**src/smbrb_pkg.sv**
```systemverilog
`default_nettype none
package smbrb_pkg;

    ////////////////////////////////////////////////////////////////////////////
    // Register indices
    localparam logic [7:0] IDX_REV_VENDOR   = 8'h05;
    localparam logic [7:0] IDX_PART         = 8'h06;
    localparam logic [7:0] IDX_READBACK_LEN = 8'h07;

    ////////////////////////////////////////////////////////////////////////////
    // Field layout
    localparam int         REV_LSB       = 4;
    localparam int         VENDOR_LSB    = 0;
    localparam int         CLASS_LSB     = 6;
    localparam int         CODE_LSB      = 0;
    localparam int         LEN_W         = 5;
    localparam int         LEN_LSB       = 0;
    localparam logic [4:0] LEN_RESET     = 5'h08;

    ////////////////////////////////////////////////////////////////////////////
    // Bus addresses selected by the address strap
    localparam logic [6:0] ADDR_SADR0    = 7'h30;
    localparam logic [6:0] ADDR_SADR1    = 7'h32;

    ////////////////////////////////////////////////////////////////////////////
    // Bit counting and strap timing
    localparam logic [3:0] BYTE_BITS     = 4'h8;
    localparam logic [3:0] LAST_TX_BIT   = 4'h7;
    localparam logic [1:0] STRAP_CAPTURE = 2'h3;

    ////////////////////////////////////////////////////////////////////////////
    // Types
    typedef enum logic [2:0] {
        ST_IDLE,
        ST_RX,
        ST_RX_ACK,
        ST_TX,
        ST_TX_ACK
    } smbrb_state_e;

    typedef enum logic [1:0] {
        RX_ADDR,
        RX_INDEX,
        RX_WCOUNT,
        RX_WDATA
    } smbrb_rx_e;

endpackage
`default_nettype wire

```
**src/smbrb_sync.sv**
```systemverilog
`timescale 1ns/1ps
`default_nettype none
module smbrb_sync #(
    parameter int             W       = 1,
    parameter logic [W-1:0]   RST_VAL = '0
) (
    // Clock and reset
    input  wire logic         i_clk,
    input  wire logic         i_rst_n,
    // Asynchronous in, synchronous out
    input  wire logic [W-1:0] i_async,
    output logic      [W-1:0] o_sync
);

    logic [W-1:0] stage1_ff;
    logic [W-1:0] stage2_ff;

    always_ff @(posedge i_clk) begin
        if (!i_rst_n) begin
            stage1_ff <= RST_VAL;
            stage2_ff <= RST_VAL;
        end else begin
            stage1_ff <= i_async;
            stage2_ff <= stage1_ff;
        end
    end

    assign o_sync = stage2_ff;

endmodule
`default_nettype wire

```
**src/smbrb_regs.sv**
```systemverilog
// Contract
// (RL1) Index five is a read-only byte with a revision code above a vendor code, unchanged by writes.
// (RL2) Index six is a read-only byte with a two-bit part class above a six-bit part code.
// (RL3) Index seven holds a five-bit writable readback length in its low bits, upper bits reserved.
// (RL4) A block read returns as many data bytes as the readback length last written; the code sends it as the count byte, then data until the host nacks.
// (RL5) The readback length is eight after reset.
// (RL6) A block read sends the count first, then data from the written index; host acks each, ends with nack and stop.
// (RL7) Writes to the identity bytes or reserved bits are acknowledged but change nothing.
`timescale 1ns/1ps
`default_nettype none
module smbrb_regs
    import smbrb_pkg::*;
#(
    // Identity values, arbitrary
    parameter logic [3:0] REV_CODE    = 4'h3,
    parameter logic [3:0] VENDOR_CODE = 4'h9,
    parameter logic [1:0] PART_CLASS  = 2'h2,
    parameter logic [5:0] PART_CODE   = 6'h15
) (
    // Clock and reset
    input  wire logic                         i_sys_clk,
    input  wire logic                         i_rst_n,
    // Bus pins
    input  wire logic                         i_smb_clk,
    input  wire logic                         i_sda,
    output logic                              o_sda,
    output logic                              o_sda_oe,
    // Address strap
    input  wire logic                         i_sadr,
    // Status
    output logic [smbrb_pkg::LEN_W-1:0]       o_readback_len
);

    ////////////////////////////////////////////////////////////////////////////
    // Pin synchronisation and bus condition detection

    logic [2:0]   pins_s;
    logic         sadr_s;
    logic         scl_s;
    logic         sda_s;
    logic         scl_d_ff;
    logic         sda_d_ff;
    logic         scl_rise;
    logic         scl_fall;
    logic         start_det;
    logic         stop_det;

    smbrb_sync #(
        .W       (3),
        .RST_VAL (3'h3)
    ) u_pin_sync (
        .i_clk   (i_sys_clk),
        .i_rst_n (i_rst_n),
        .i_async ({i_sadr, i_smb_clk, i_sda}),
        .o_sync  (pins_s)
    );

    assign sadr_s = pins_s[2];
    assign scl_s  = pins_s[1];
    assign sda_s  = pins_s[0];

    always_ff @(posedge i_sys_clk) begin
        if (!i_rst_n) begin
            scl_d_ff <= 1'b1;
            sda_d_ff <= 1'b1;
        end else begin
            scl_d_ff <= scl_s;
            sda_d_ff <= sda_s;
        end
    end

    assign scl_rise  = scl_s & ~scl_d_ff;
    assign scl_fall  = ~scl_s & scl_d_ff;
    assign start_det = scl_s & scl_d_ff & sda_d_ff & ~sda_s;
    assign stop_det  = scl_s & scl_d_ff & ~sda_d_ff & sda_s;

    ////////////////////////////////////////////////////////////////////////////
    // Address strap, caught once after reset release

    logic [1:0]   strap_cnt_ff;
    logic         sadr_ff;
    logic [6:0]   own_addr;

    always_ff @(posedge i_sys_clk) begin
        if (!i_rst_n) begin
            strap_cnt_ff <= 2'h0;
            sadr_ff      <= 1'b0;
        end else if (strap_cnt_ff != STRAP_CAPTURE) begin
            strap_cnt_ff <= strap_cnt_ff + 2'h1;
            if (strap_cnt_ff + 2'h1 == STRAP_CAPTURE) begin
                sadr_ff <= sadr_s;
            end
        end
    end

    assign own_addr = sadr_ff ? ADDR_SADR1 : ADDR_SADR0;

    ////////////////////////////////////////////////////////////////////////////
    // Register read decode

    function automatic logic [7:0] reg_read(input logic [7:0]       idx,
                                            input logic [LEN_W-1:0] len);
        logic [7:0] val;
        val = 8'h00;
        case (idx)
            IDX_REV_VENDOR: begin
                val[REV_LSB +: 4]    = REV_CODE;                    // RL1
                val[VENDOR_LSB +: 4] = VENDOR_CODE;                 // RL1
            end
            IDX_PART: begin
                val[CLASS_LSB +: 2]  = PART_CLASS;                  // RL2
                val[CODE_LSB +: 6]   = PART_CODE;                   // RL2
            end
            IDX_READBACK_LEN: begin
                val[LEN_LSB +: LEN_W] = len;                        // RL3
            end
            default: begin
                val = 8'h00;
            end
        endcase
        return val;
    endfunction

    function automatic smbrb_rx_e next_rx(input smbrb_rx_e kind);
        smbrb_rx_e nk;
        nk = RX_WDATA;
        case (kind)
            RX_ADDR:   nk = RX_INDEX;
            RX_INDEX:  nk = RX_WCOUNT;
            RX_WCOUNT: nk = RX_WDATA;
            default:   nk = RX_WDATA;
        endcase
        return nk;
    endfunction

    ////////////////////////////////////////////////////////////////////////////
    // Protocol engine

    smbrb_state_e state_ff;
    smbrb_rx_e    rx_kind_ff;
    logic [3:0]   bitcnt_ff;
    logic [7:0]   shift_ff;
    logic [7:0]   tx_ff;
    logic [7:0]   index_ff;
    logic         read_ff;
    logic         host_nack_ff;
    logic         oe_ff;
    logic [LEN_W-1:0] len_ff;
    logic         byte_done;
    logic         addr_hit;
    logic         wr_en;
    logic [7:0]   rd_byte;
    logic [7:0]   count_byte;

    assign byte_done = (state_ff == ST_RX) & scl_fall & (bitcnt_ff == BYTE_BITS);
    assign count_byte = {{(8-LEN_W){1'b0}}, len_ff};
    assign addr_hit  = (shift_ff[7:1] == own_addr);
    assign wr_en     = byte_done & (rx_kind_ff == RX_WDATA);
    assign rd_byte   = reg_read(index_ff, len_ff);

    always_ff @(posedge i_sys_clk) begin
        if (!i_rst_n) begin
            state_ff     <= ST_IDLE;
            rx_kind_ff   <= RX_ADDR;
            bitcnt_ff    <= 4'h0;
            shift_ff     <= 8'h00;
            tx_ff        <= 8'h00;
            index_ff     <= 8'h00;
            read_ff      <= 1'b0;
            host_nack_ff <= 1'b0;
            oe_ff        <= 1'b0;
        end else if (start_det) begin
            state_ff   <= ST_RX;
            rx_kind_ff <= RX_ADDR;
            bitcnt_ff  <= 4'h0;
            oe_ff      <= 1'b0;
        end else if (stop_det) begin
            state_ff <= ST_IDLE;
            oe_ff    <= 1'b0;
        end else begin
            case (state_ff)
                ST_IDLE: begin
                    oe_ff <= 1'b0;
                end
                ST_RX: begin
                    if (scl_rise) begin
                        shift_ff  <= {shift_ff[6:0], sda_s};
                        bitcnt_ff <= bitcnt_ff + 4'h1;
                    end else if (byte_done) begin
                        bitcnt_ff <= 4'h0;
                        if (rx_kind_ff == RX_ADDR && !addr_hit) begin
                            state_ff <= ST_IDLE;
                        end else begin
                            state_ff <= ST_RX_ACK;
                            oe_ff    <= 1'b1;                       // RL7
                            if (rx_kind_ff == RX_ADDR) begin
                                read_ff <= shift_ff[0];
                            end
                            if (rx_kind_ff == RX_INDEX) begin
                                index_ff <= shift_ff;               // RL6
                            end
                            if (rx_kind_ff == RX_WDATA) begin
                                index_ff <= index_ff + 8'h01;
                            end
                        end
                    end
                end
                ST_RX_ACK: begin
                    if (scl_fall) begin
                        if (rx_kind_ff == RX_ADDR && read_ff) begin
                            // Count byte leads the block read
                            state_ff  <= ST_TX;
                            tx_ff     <= count_byte;                // RL4
                            oe_ff     <= ~count_byte[7];            // RL6
                            bitcnt_ff <= 4'h0;
                        end else begin
                            state_ff   <= ST_RX;
                            rx_kind_ff <= next_rx(rx_kind_ff);
                            oe_ff      <= 1'b0;
                        end
                    end
                end
                ST_TX: begin
                    if (scl_fall) begin
                        if (bitcnt_ff == LAST_TX_BIT) begin
                            state_ff  <= ST_TX_ACK;
                            oe_ff     <= 1'b0;
                            bitcnt_ff <= 4'h0;
                        end else begin
                            tx_ff     <= {tx_ff[6:0], 1'b0};
                            oe_ff     <= ~tx_ff[6];
                            bitcnt_ff <= bitcnt_ff + 4'h1;
                        end
                    end
                end
                ST_TX_ACK: begin
                    if (scl_rise) begin
                        host_nack_ff <= sda_s;
                    end else if (scl_fall) begin
                        if (host_nack_ff) begin
                            state_ff <= ST_IDLE;                    // RL6
                            oe_ff    <= 1'b0;
                        end else begin
                            state_ff  <= ST_TX;                     // RL6
                            tx_ff     <= rd_byte;
                            oe_ff     <= ~rd_byte[7];
                            index_ff  <= index_ff + 8'h01;
                            bitcnt_ff <= 4'h0;
                        end
                    end
                end
                default: begin
                    state_ff <= ST_IDLE;
                    oe_ff    <= 1'b0;
                end
            endcase
        end
    end

    ////////////////////////////////////////////////////////////////////////////
    // Readback length register

    always_ff @(posedge i_sys_clk) begin
        if (!i_rst_n) begin
            len_ff <= LEN_RESET;                                    // RL5
        end else if (wr_en && index_ff == IDX_READBACK_LEN) begin
            len_ff <= shift_ff[LEN_LSB +: LEN_W];                   // RL3
        end
    end

    ////////////////////////////////////////////////////////////////////////////
    // Outputs

    assign o_sda          = 1'b0;
    assign o_sda_oe       = oe_ff;
    assign o_readback_len = len_ff;

endmodule
`default_nettype wire

```
**config.mk**
```make
export PLATFORM = sky130hd
export DESIGN_NAME = smbrb_regs
export DESIGN_NICKNAME = d
export VERILOG_FILES = /design/src/smbrb_pkg.sv /design/src/smbrb_sync.sv /design/src/smbrb_regs.sv
export SDC_FILE = /design/constraint.sdc
export NUM_CORES = 1
export LEC_CHECK = 0
export BUFFER_PORTS_ARGS = -buffer_cell sky130_fd_sc_hd__buf_2
export CELL_PAD_IN_SITES_DETAIL_PLACEMENT = 1
export CELL_PAD_IN_SITES_GLOBAL_PLACEMENT = 2
export CORE_ASPECT_RATIO = 1.25
export CORE_MARGIN = 2
export CORE_UTILIZATION = 37
export CTS_CLUSTER_SIZE = 12
export DETAILED_ROUTE_END_ITERATION = 10
export GPL_TIMING_DRIVEN = 0
export PLACE_DENSITY_LB_ADDON = 0.1
export SKIP_CTS_REPAIR_TIMING = 1
export SLEW_MARGIN = 20
export SYNTH_ARGS = -nofsm -noshare
export SYNTH_HDL_FRONTEND = slang
export SYNTH_SLANG_ARGS = --single-unit
```
**constraint.sdc**
```tcl
create_clock -name i_sys_clk -period 2.6 [get_ports i_sys_clk]
set_input_delay 0.52 -clock i_sys_clk [delete_from_list [all_inputs] [get_ports i_sys_clk]]
set_output_delay 0.52 -clock i_sys_clk [all_outputs]
set_load 0.01 [all_outputs]
```
==> metrics.cfg, run 1 <==
[status]
status=completed

[synth]
synth_seq_cells=51
synthFlopType=dfxtp_1
synth_area_um2=2660
syn_inst=319
yosys_warnings=0
yosysUniqueCellTypes=58
async_reset_ff_frac=0
synth_edf_count=0
syn_nets=331
syn_area_per_cell_um2=8.34
ys_seq_area_frac=0.384

[floorplan]
die-area_um2=7890
die-height_um=98.8
io_pins=12
die_x_um=79.8
row_count=34
coreArea_um2=6980
start_util=0.381

[layout]
n_fill_cell=867
final_cell_mix=dfxtp_1 (51), nor2_1 (40), nand2_1 (27), a21oi_1 (23), mux2i_1 (18)
fin_area_um2=2940
seq_area_um2=1020
final_nets=348
multi_input_area_um2=1540
synthToLayoutAreaGrowth_pct=10.5
mostFrequentLayoutCell=dfxtp_1
antennaDiodeCount=0
drive_gt1_frac=0.104

[clock_tree]
path_clk_slew_ps=100
clockRootBuffer=clkbuf_8
cts_max_level=2
insertion_delay_ps=320
clockBufferDepth=2
clock-sinks=51
cts_tree=done
numCtsBuffers=5

[place]
io_buffers=10
place_area_um2=2820
dpl.hpwl_um=5310
gp_congestion=0.824

[worst_setup_path]
critPathArrivalTime_ps=2650
crit_type=flip-flop to flip-flop
crit_fanout=10
cp_common_cell=clkbuf_1
cp_slowest_cell=or3b_2
critical_path_required_ps=2830
crit_chain=clkbuf_1 -> or3b_2 -> a32oi_1 -> nand3_1 -> clkbuf_1 -> o32ai_1
critPathCaptureType=flip-flop
crit_buf_inv=2
critPathTopFamily=simple AND/OR/NAND/NOR gates
critPathMaxStageDelay_ps=480
cp-start-kind=flip-flop

[global_route]
met1_usage=0.256
grt_use_met2=0.341
grt_pass1_vias=2430
grt_pass1_wl_um=12300
grt-ovfl-total=0
antenna_found_initial=0
grtUsageTotal=0.200
grt-busiest-layer=met2
grt_max_degree=19
grt_use_met3=0.0311

[timing]
hold_viol_final=0
relSlewSlack=0.370
skew_ps=14.7
fin_tns_setup_ps=0
setup_violations=0
max_freq_mhz=413
finalMaxSlewViolations=0
tightest_slew_ps=934
layout_min_cycle_time_ps=2420
period_share=0.931

[routing]
first_pass_iters=4
drt_iter0_markers=77
wl_per_cell_um=17.0
ant_nets=0
via_count=2359
drc_errors=0
totalWireLength_um=7260
viasPerCell=5.52

[min_path]
hp-class=input pin to flip-flop

[run]
cap_violations=0

[pwr]
ir_worst_vdd_v=0.000260
powerDensity_nw_per_um2=471
p_leak_nw=1.09

metal layers:
metal / wire length (um) / part of all wire
met5: 0 / 0
met4: 161 / 0.022
met3: 169 / 0.023
met2: 3690 / 0.51
met1: 3240 / 0.45
cells by family after synthesis:
group           count (synthesis)  synth area share
xor+xnor                        4            0.0132
other cells                     1           0.00141
compound gates                 73             0.185
flops                          51             0.384
mux                            18            0.0677
fa+ha+maj                       7            0.0329
buf+inv                        29            0.0470
simple gates                  136             0.269
through the flow:
stage / cells / util / total power [mW] / hold slack, ps / setup WS [ps]
detailed placement: 419 / 0.405 / 0.899 / 396 / 40.8
finish: 427 / 0.421 / 1.38 / 385 / 179
global placement: 419 / 0.405 / 0.896 / 387 / 65.1
CTS: 427 / 0.418 / 1.41 / 376 / 36.9
floorplan: 319 / - / 0.873 / 386 / 450
global route: 427 / 0.421 / 1.46 / 389 / -3.39
final timing paths:
path | from | to | slack (ps) | cells past startpoint
max | u_pin_sync.o_sync[1]$_SDFF_PN1_ | index_ff[6]$_SDFFE_PN0P_ | 180 | 6
min | i_sda | u_pin_sync.stage1_ff[0]$_SDFF_PN1_ | 390 | 2
max reg2reg | u_pin_sync.o_sync[1]$_SDFF_PN1_ | index_ff[6]$_SDFFE_PN0P_ | 180 | 6
min reg2reg | u_pin_sync.stage1_ff[1]$_SDFF_PN1_ | u_pin_sync.o_sync[1]$_SDFF_PN1_ | 420 | 1
layout make-up:
type                    instances  area share
plain buffers                  21      0.0324
flip-flops and latches         51       0.347
well taps                      90      0.0383
inverters                       8      0.0102
clock inverters                 3     0.00894
repair buffers                 10      0.0170
multi-input cells             239       0.522
clock buffers                   5      0.0234
Yosys cell counts (all sizes together) (4+ instances only):
master / instances / share of area
nor3b: 5 / 0.014
or2: 4 / 0.0094
or3b: 4 / 0.013
dfxtp: 51 / 0.38
nor2b: 6 / 0.014
a211oi: 4 / 0.011
o32ai: 5 / 0.016
nor2: 40 / 0.056
nand2b: 13 / 0.031
clkbuf: 15 / 0.021
o21ai: 9 / 0.017
nand3b: 6 / 0.017
nand3: 11 / 0.021
ha: 7 / 0.033
o31ai: 4 / 0.011
nor3: 4 / 0.0075
mux2i: 18 / 0.068
buf: 6 / 0.015
nand2: 27 / 0.038
a21oi: 23 / 0.043
inv: 8 / 0.011
state kept, by name, indices dropped and copies added (netlist names):
signal                count
bitcnt_ff                 4
scl_d_ff                  1
o_sda_oe                  1
read_ff                   1
u_pin_sync.stage1_ff      3
sadr_ff                   1
tx_ff                     7
rx_kind_ff                2
host_nack_ff              1
o_readback_len            5
shift_ff                  8
strap_cnt_ff              2
sda_d_ff                  1
state_ff                  3
u_pin_sync.o_sync         3
index_ff                  8
power by group:
group	switching [mW]	total, mW	internal [mW]
registers	0.00867	0.802	0.794
clock network	0.305	0.506	0.201
logic	0.0474	0.0762	0.0288
Note: power is estimated with default switching activity, not from simulation.
==> inputs of run 2 (changes only) <==
--- a/config.mk
+++ b/config.mk
@@ -5,7 +5,7 @@
 export SDC_FILE = /design/constraint.sdc
 export NUM_CORES = 1
 export LEC_CHECK = 0
-export BUFFER_PORTS_ARGS = -buffer_cell sky130_fd_sc_hd__buf_2
+export BUFFER_PORTS_ARGS = -buffer_cell sky130_fd_sc_hd__clkbuf_2
 export CELL_PAD_IN_SITES_DETAIL_PLACEMENT = 1
 export CELL_PAD_IN_SITES_GLOBAL_PLACEMENT = 2
 export CORE_ASPECT_RATIO = 1.25
==> run 2 against run 1 <==
Non-clock buffer count stayed put; critical path depth stayed put; via count is 1.3% higher; register-to-register slack worse by 50 ps; design area is 0.38% lower; flip-flop and latch count stayed put; first-iteration DRC count is 16% lower; worst setup slack worse by 46 ps; worst hold slack worse by 13 ps; fmax is 1.8% lower; clock skew is 4.9 ps higher; combinational power hardly changed; critical path type unchanged; largest cell class unchanged.
==> metrics.cfg, run 2 (synthesized netlist as in run 1, its figures left out) <==
[layout]
synthToLayoutAreaGrowth_pct=10.1
layout.cells.non_filler=427
antennaDiodeCount=0
final_cell_mix=dfxtp_1 (51), nor2_1 (40), nand2_1 (27), a21oi_1 (23), mux2i_1 (18)
final_util=0.420
final_nets=348
n_fill_cell=873
mostFrequentLayoutCell=dfxtp_1
drive_gt1_frac=0.0979
reg_top3=index_ff (8), shift_ff (8), tx_ff (7)
fin_area_um2=2930

[place]
gp_congestion=0.847
dpl.hpwl_um=5400
io_buffers=10
dp_cells=419
place_area_um2=2820

[worst_setup_path]
cp_slowest_cell=nor3b_1
critPathArrivalTime_ps=2690
critical_path_required_ps=2830
crit_fanout=8
critPathCaptureType=flip-flop
crit_type=flip-flop to flip-flop
cp-start-kind=flip-flop
critPathMaxStageDelay_ps=680
crit_chain=clkbuf_1 -> nor3b_1 -> o32ai_1 -> a221o_1 -> or4_1 -> a21oi_1

[routing]
drt_iter0_markers=65
first_pass_iters=4
viasPerCell=5.60
via_count=2390
drc_errors=0
ant_nets=0
totalWireLength_um=7290
wl_per_cell_um=17.1

[timing]
finalMaxSlewViolations=0
rsz0062_at_grt=false
hold_ws_ps=372
max_freq_mhz=405
hold_viol_final=0
setup_violations=0
skew_ps=19.6
relSlewSlack=0.368
fin_tns_setup_ps=0
tightest_slew_ps=938
layout_min_cycle_time_ps=2470
period_share=0.949

[clock_tree]
clock-sinks=51
clockBufferDepth=2
cts_tree=done
path_clk_slew_ps=110
numCtsBuffers=5
clockRootBuffer=clkbuf_8
cts_max_level=2
insertion_delay_ps=320

[floorplan]
start_util=0.381
row_count=34
coreArea_um2=6980
die-height_um=98.8
die-area_um2=7890
io_pins=12
die_x_um=79.8

[pwr]
powerDensity_nw_per_um2=463
p_leak_nw=1.08
ir_worst_vdd_v=0.000259

[run]
cap_violations=0

[status]
status=completed

[global_route]
grtUsageTotal=0.196
grt_pass1_vias=2414
antenna_found_initial=0
grt_max_degree=17
grt-ovfl-total=0
grt_pass1_wl_um=12100

[min_path]
hp-class=input pin to flip-flop

-- run 2: report_power, final --
group          switching [mW]  internal (mW)
clock                   0.283          0.194
combinational          0.0478         0.0287
sequential            0.00898          0.794
total                   0.340           1.02
-- run 2: final timing paths --
| check | from | cells past startpoint | end | slack, ps |
|---|---|---|---|---|
| worst max-delay path | rx_kind_ff[1]$_SDFFE_PP0P_ | 6 | bitcnt_ff[3]$_SDFFE_PP0P_ | 130 |
| worst min-delay path | i_sda | 2 | u_pin_sync.stage1_ff[0]$_SDFF_PN1_ | 370 |
| worst max register to register | rx_kind_ff[1]$_SDFFE_PP0P_ | 6 | bitcnt_ff[3]$_SDFFE_PP0P_ | 130 |
| worst min register to register | u_pin_sync.stage1_ff[1]$_SDFF_PN1_ | 1 | u_pin_sync.o_sync[1]$_SDFF_PN1_ | 420 |
-- run 2: through the flow --
stage          power [mW]  worst slack [ps]
3_5_place_dp        0.900              73.7
3_3_place_gp        0.896              76.9
5_1_grt              1.41              6.56
6_report             1.36               133
4_1_cts              1.38              12.4
2_1_floorplan       0.873               450
-- run 2: cell type report --
type	instances	area [um^2]	share of cell area
Multi-Input combinational cell	239	1530	0.523
Sequential cell	51	1020	0.349
Tap cell	90	113	0.0385
Buffer	21	95.1	0.0325
Clock buffer	6	72.6	0.0248
Timing Repair Buffer	10	50.0	0.0171
Inverter	8	30.0	0.0103
Clock inverter	2	16.3	0.00556
-- run 2: layer usage --
layer,part of all wire,GRT usage,vias up
met3,0.027,0.0302,13
met4,0.025,0.0769,0
li1,-,-,1173
met1,0.44,0.235,1163
met2,0.51,0.347,41
met5,0,0,-
-- run 2: worst max-delay path: cells and delay by family (launching register included) --
kind | cells | cell delay, ps
flops | 1 | 310
buf+inv | 1 | 180
compound gates | 3 | 700
simple gates | 2 | 1220
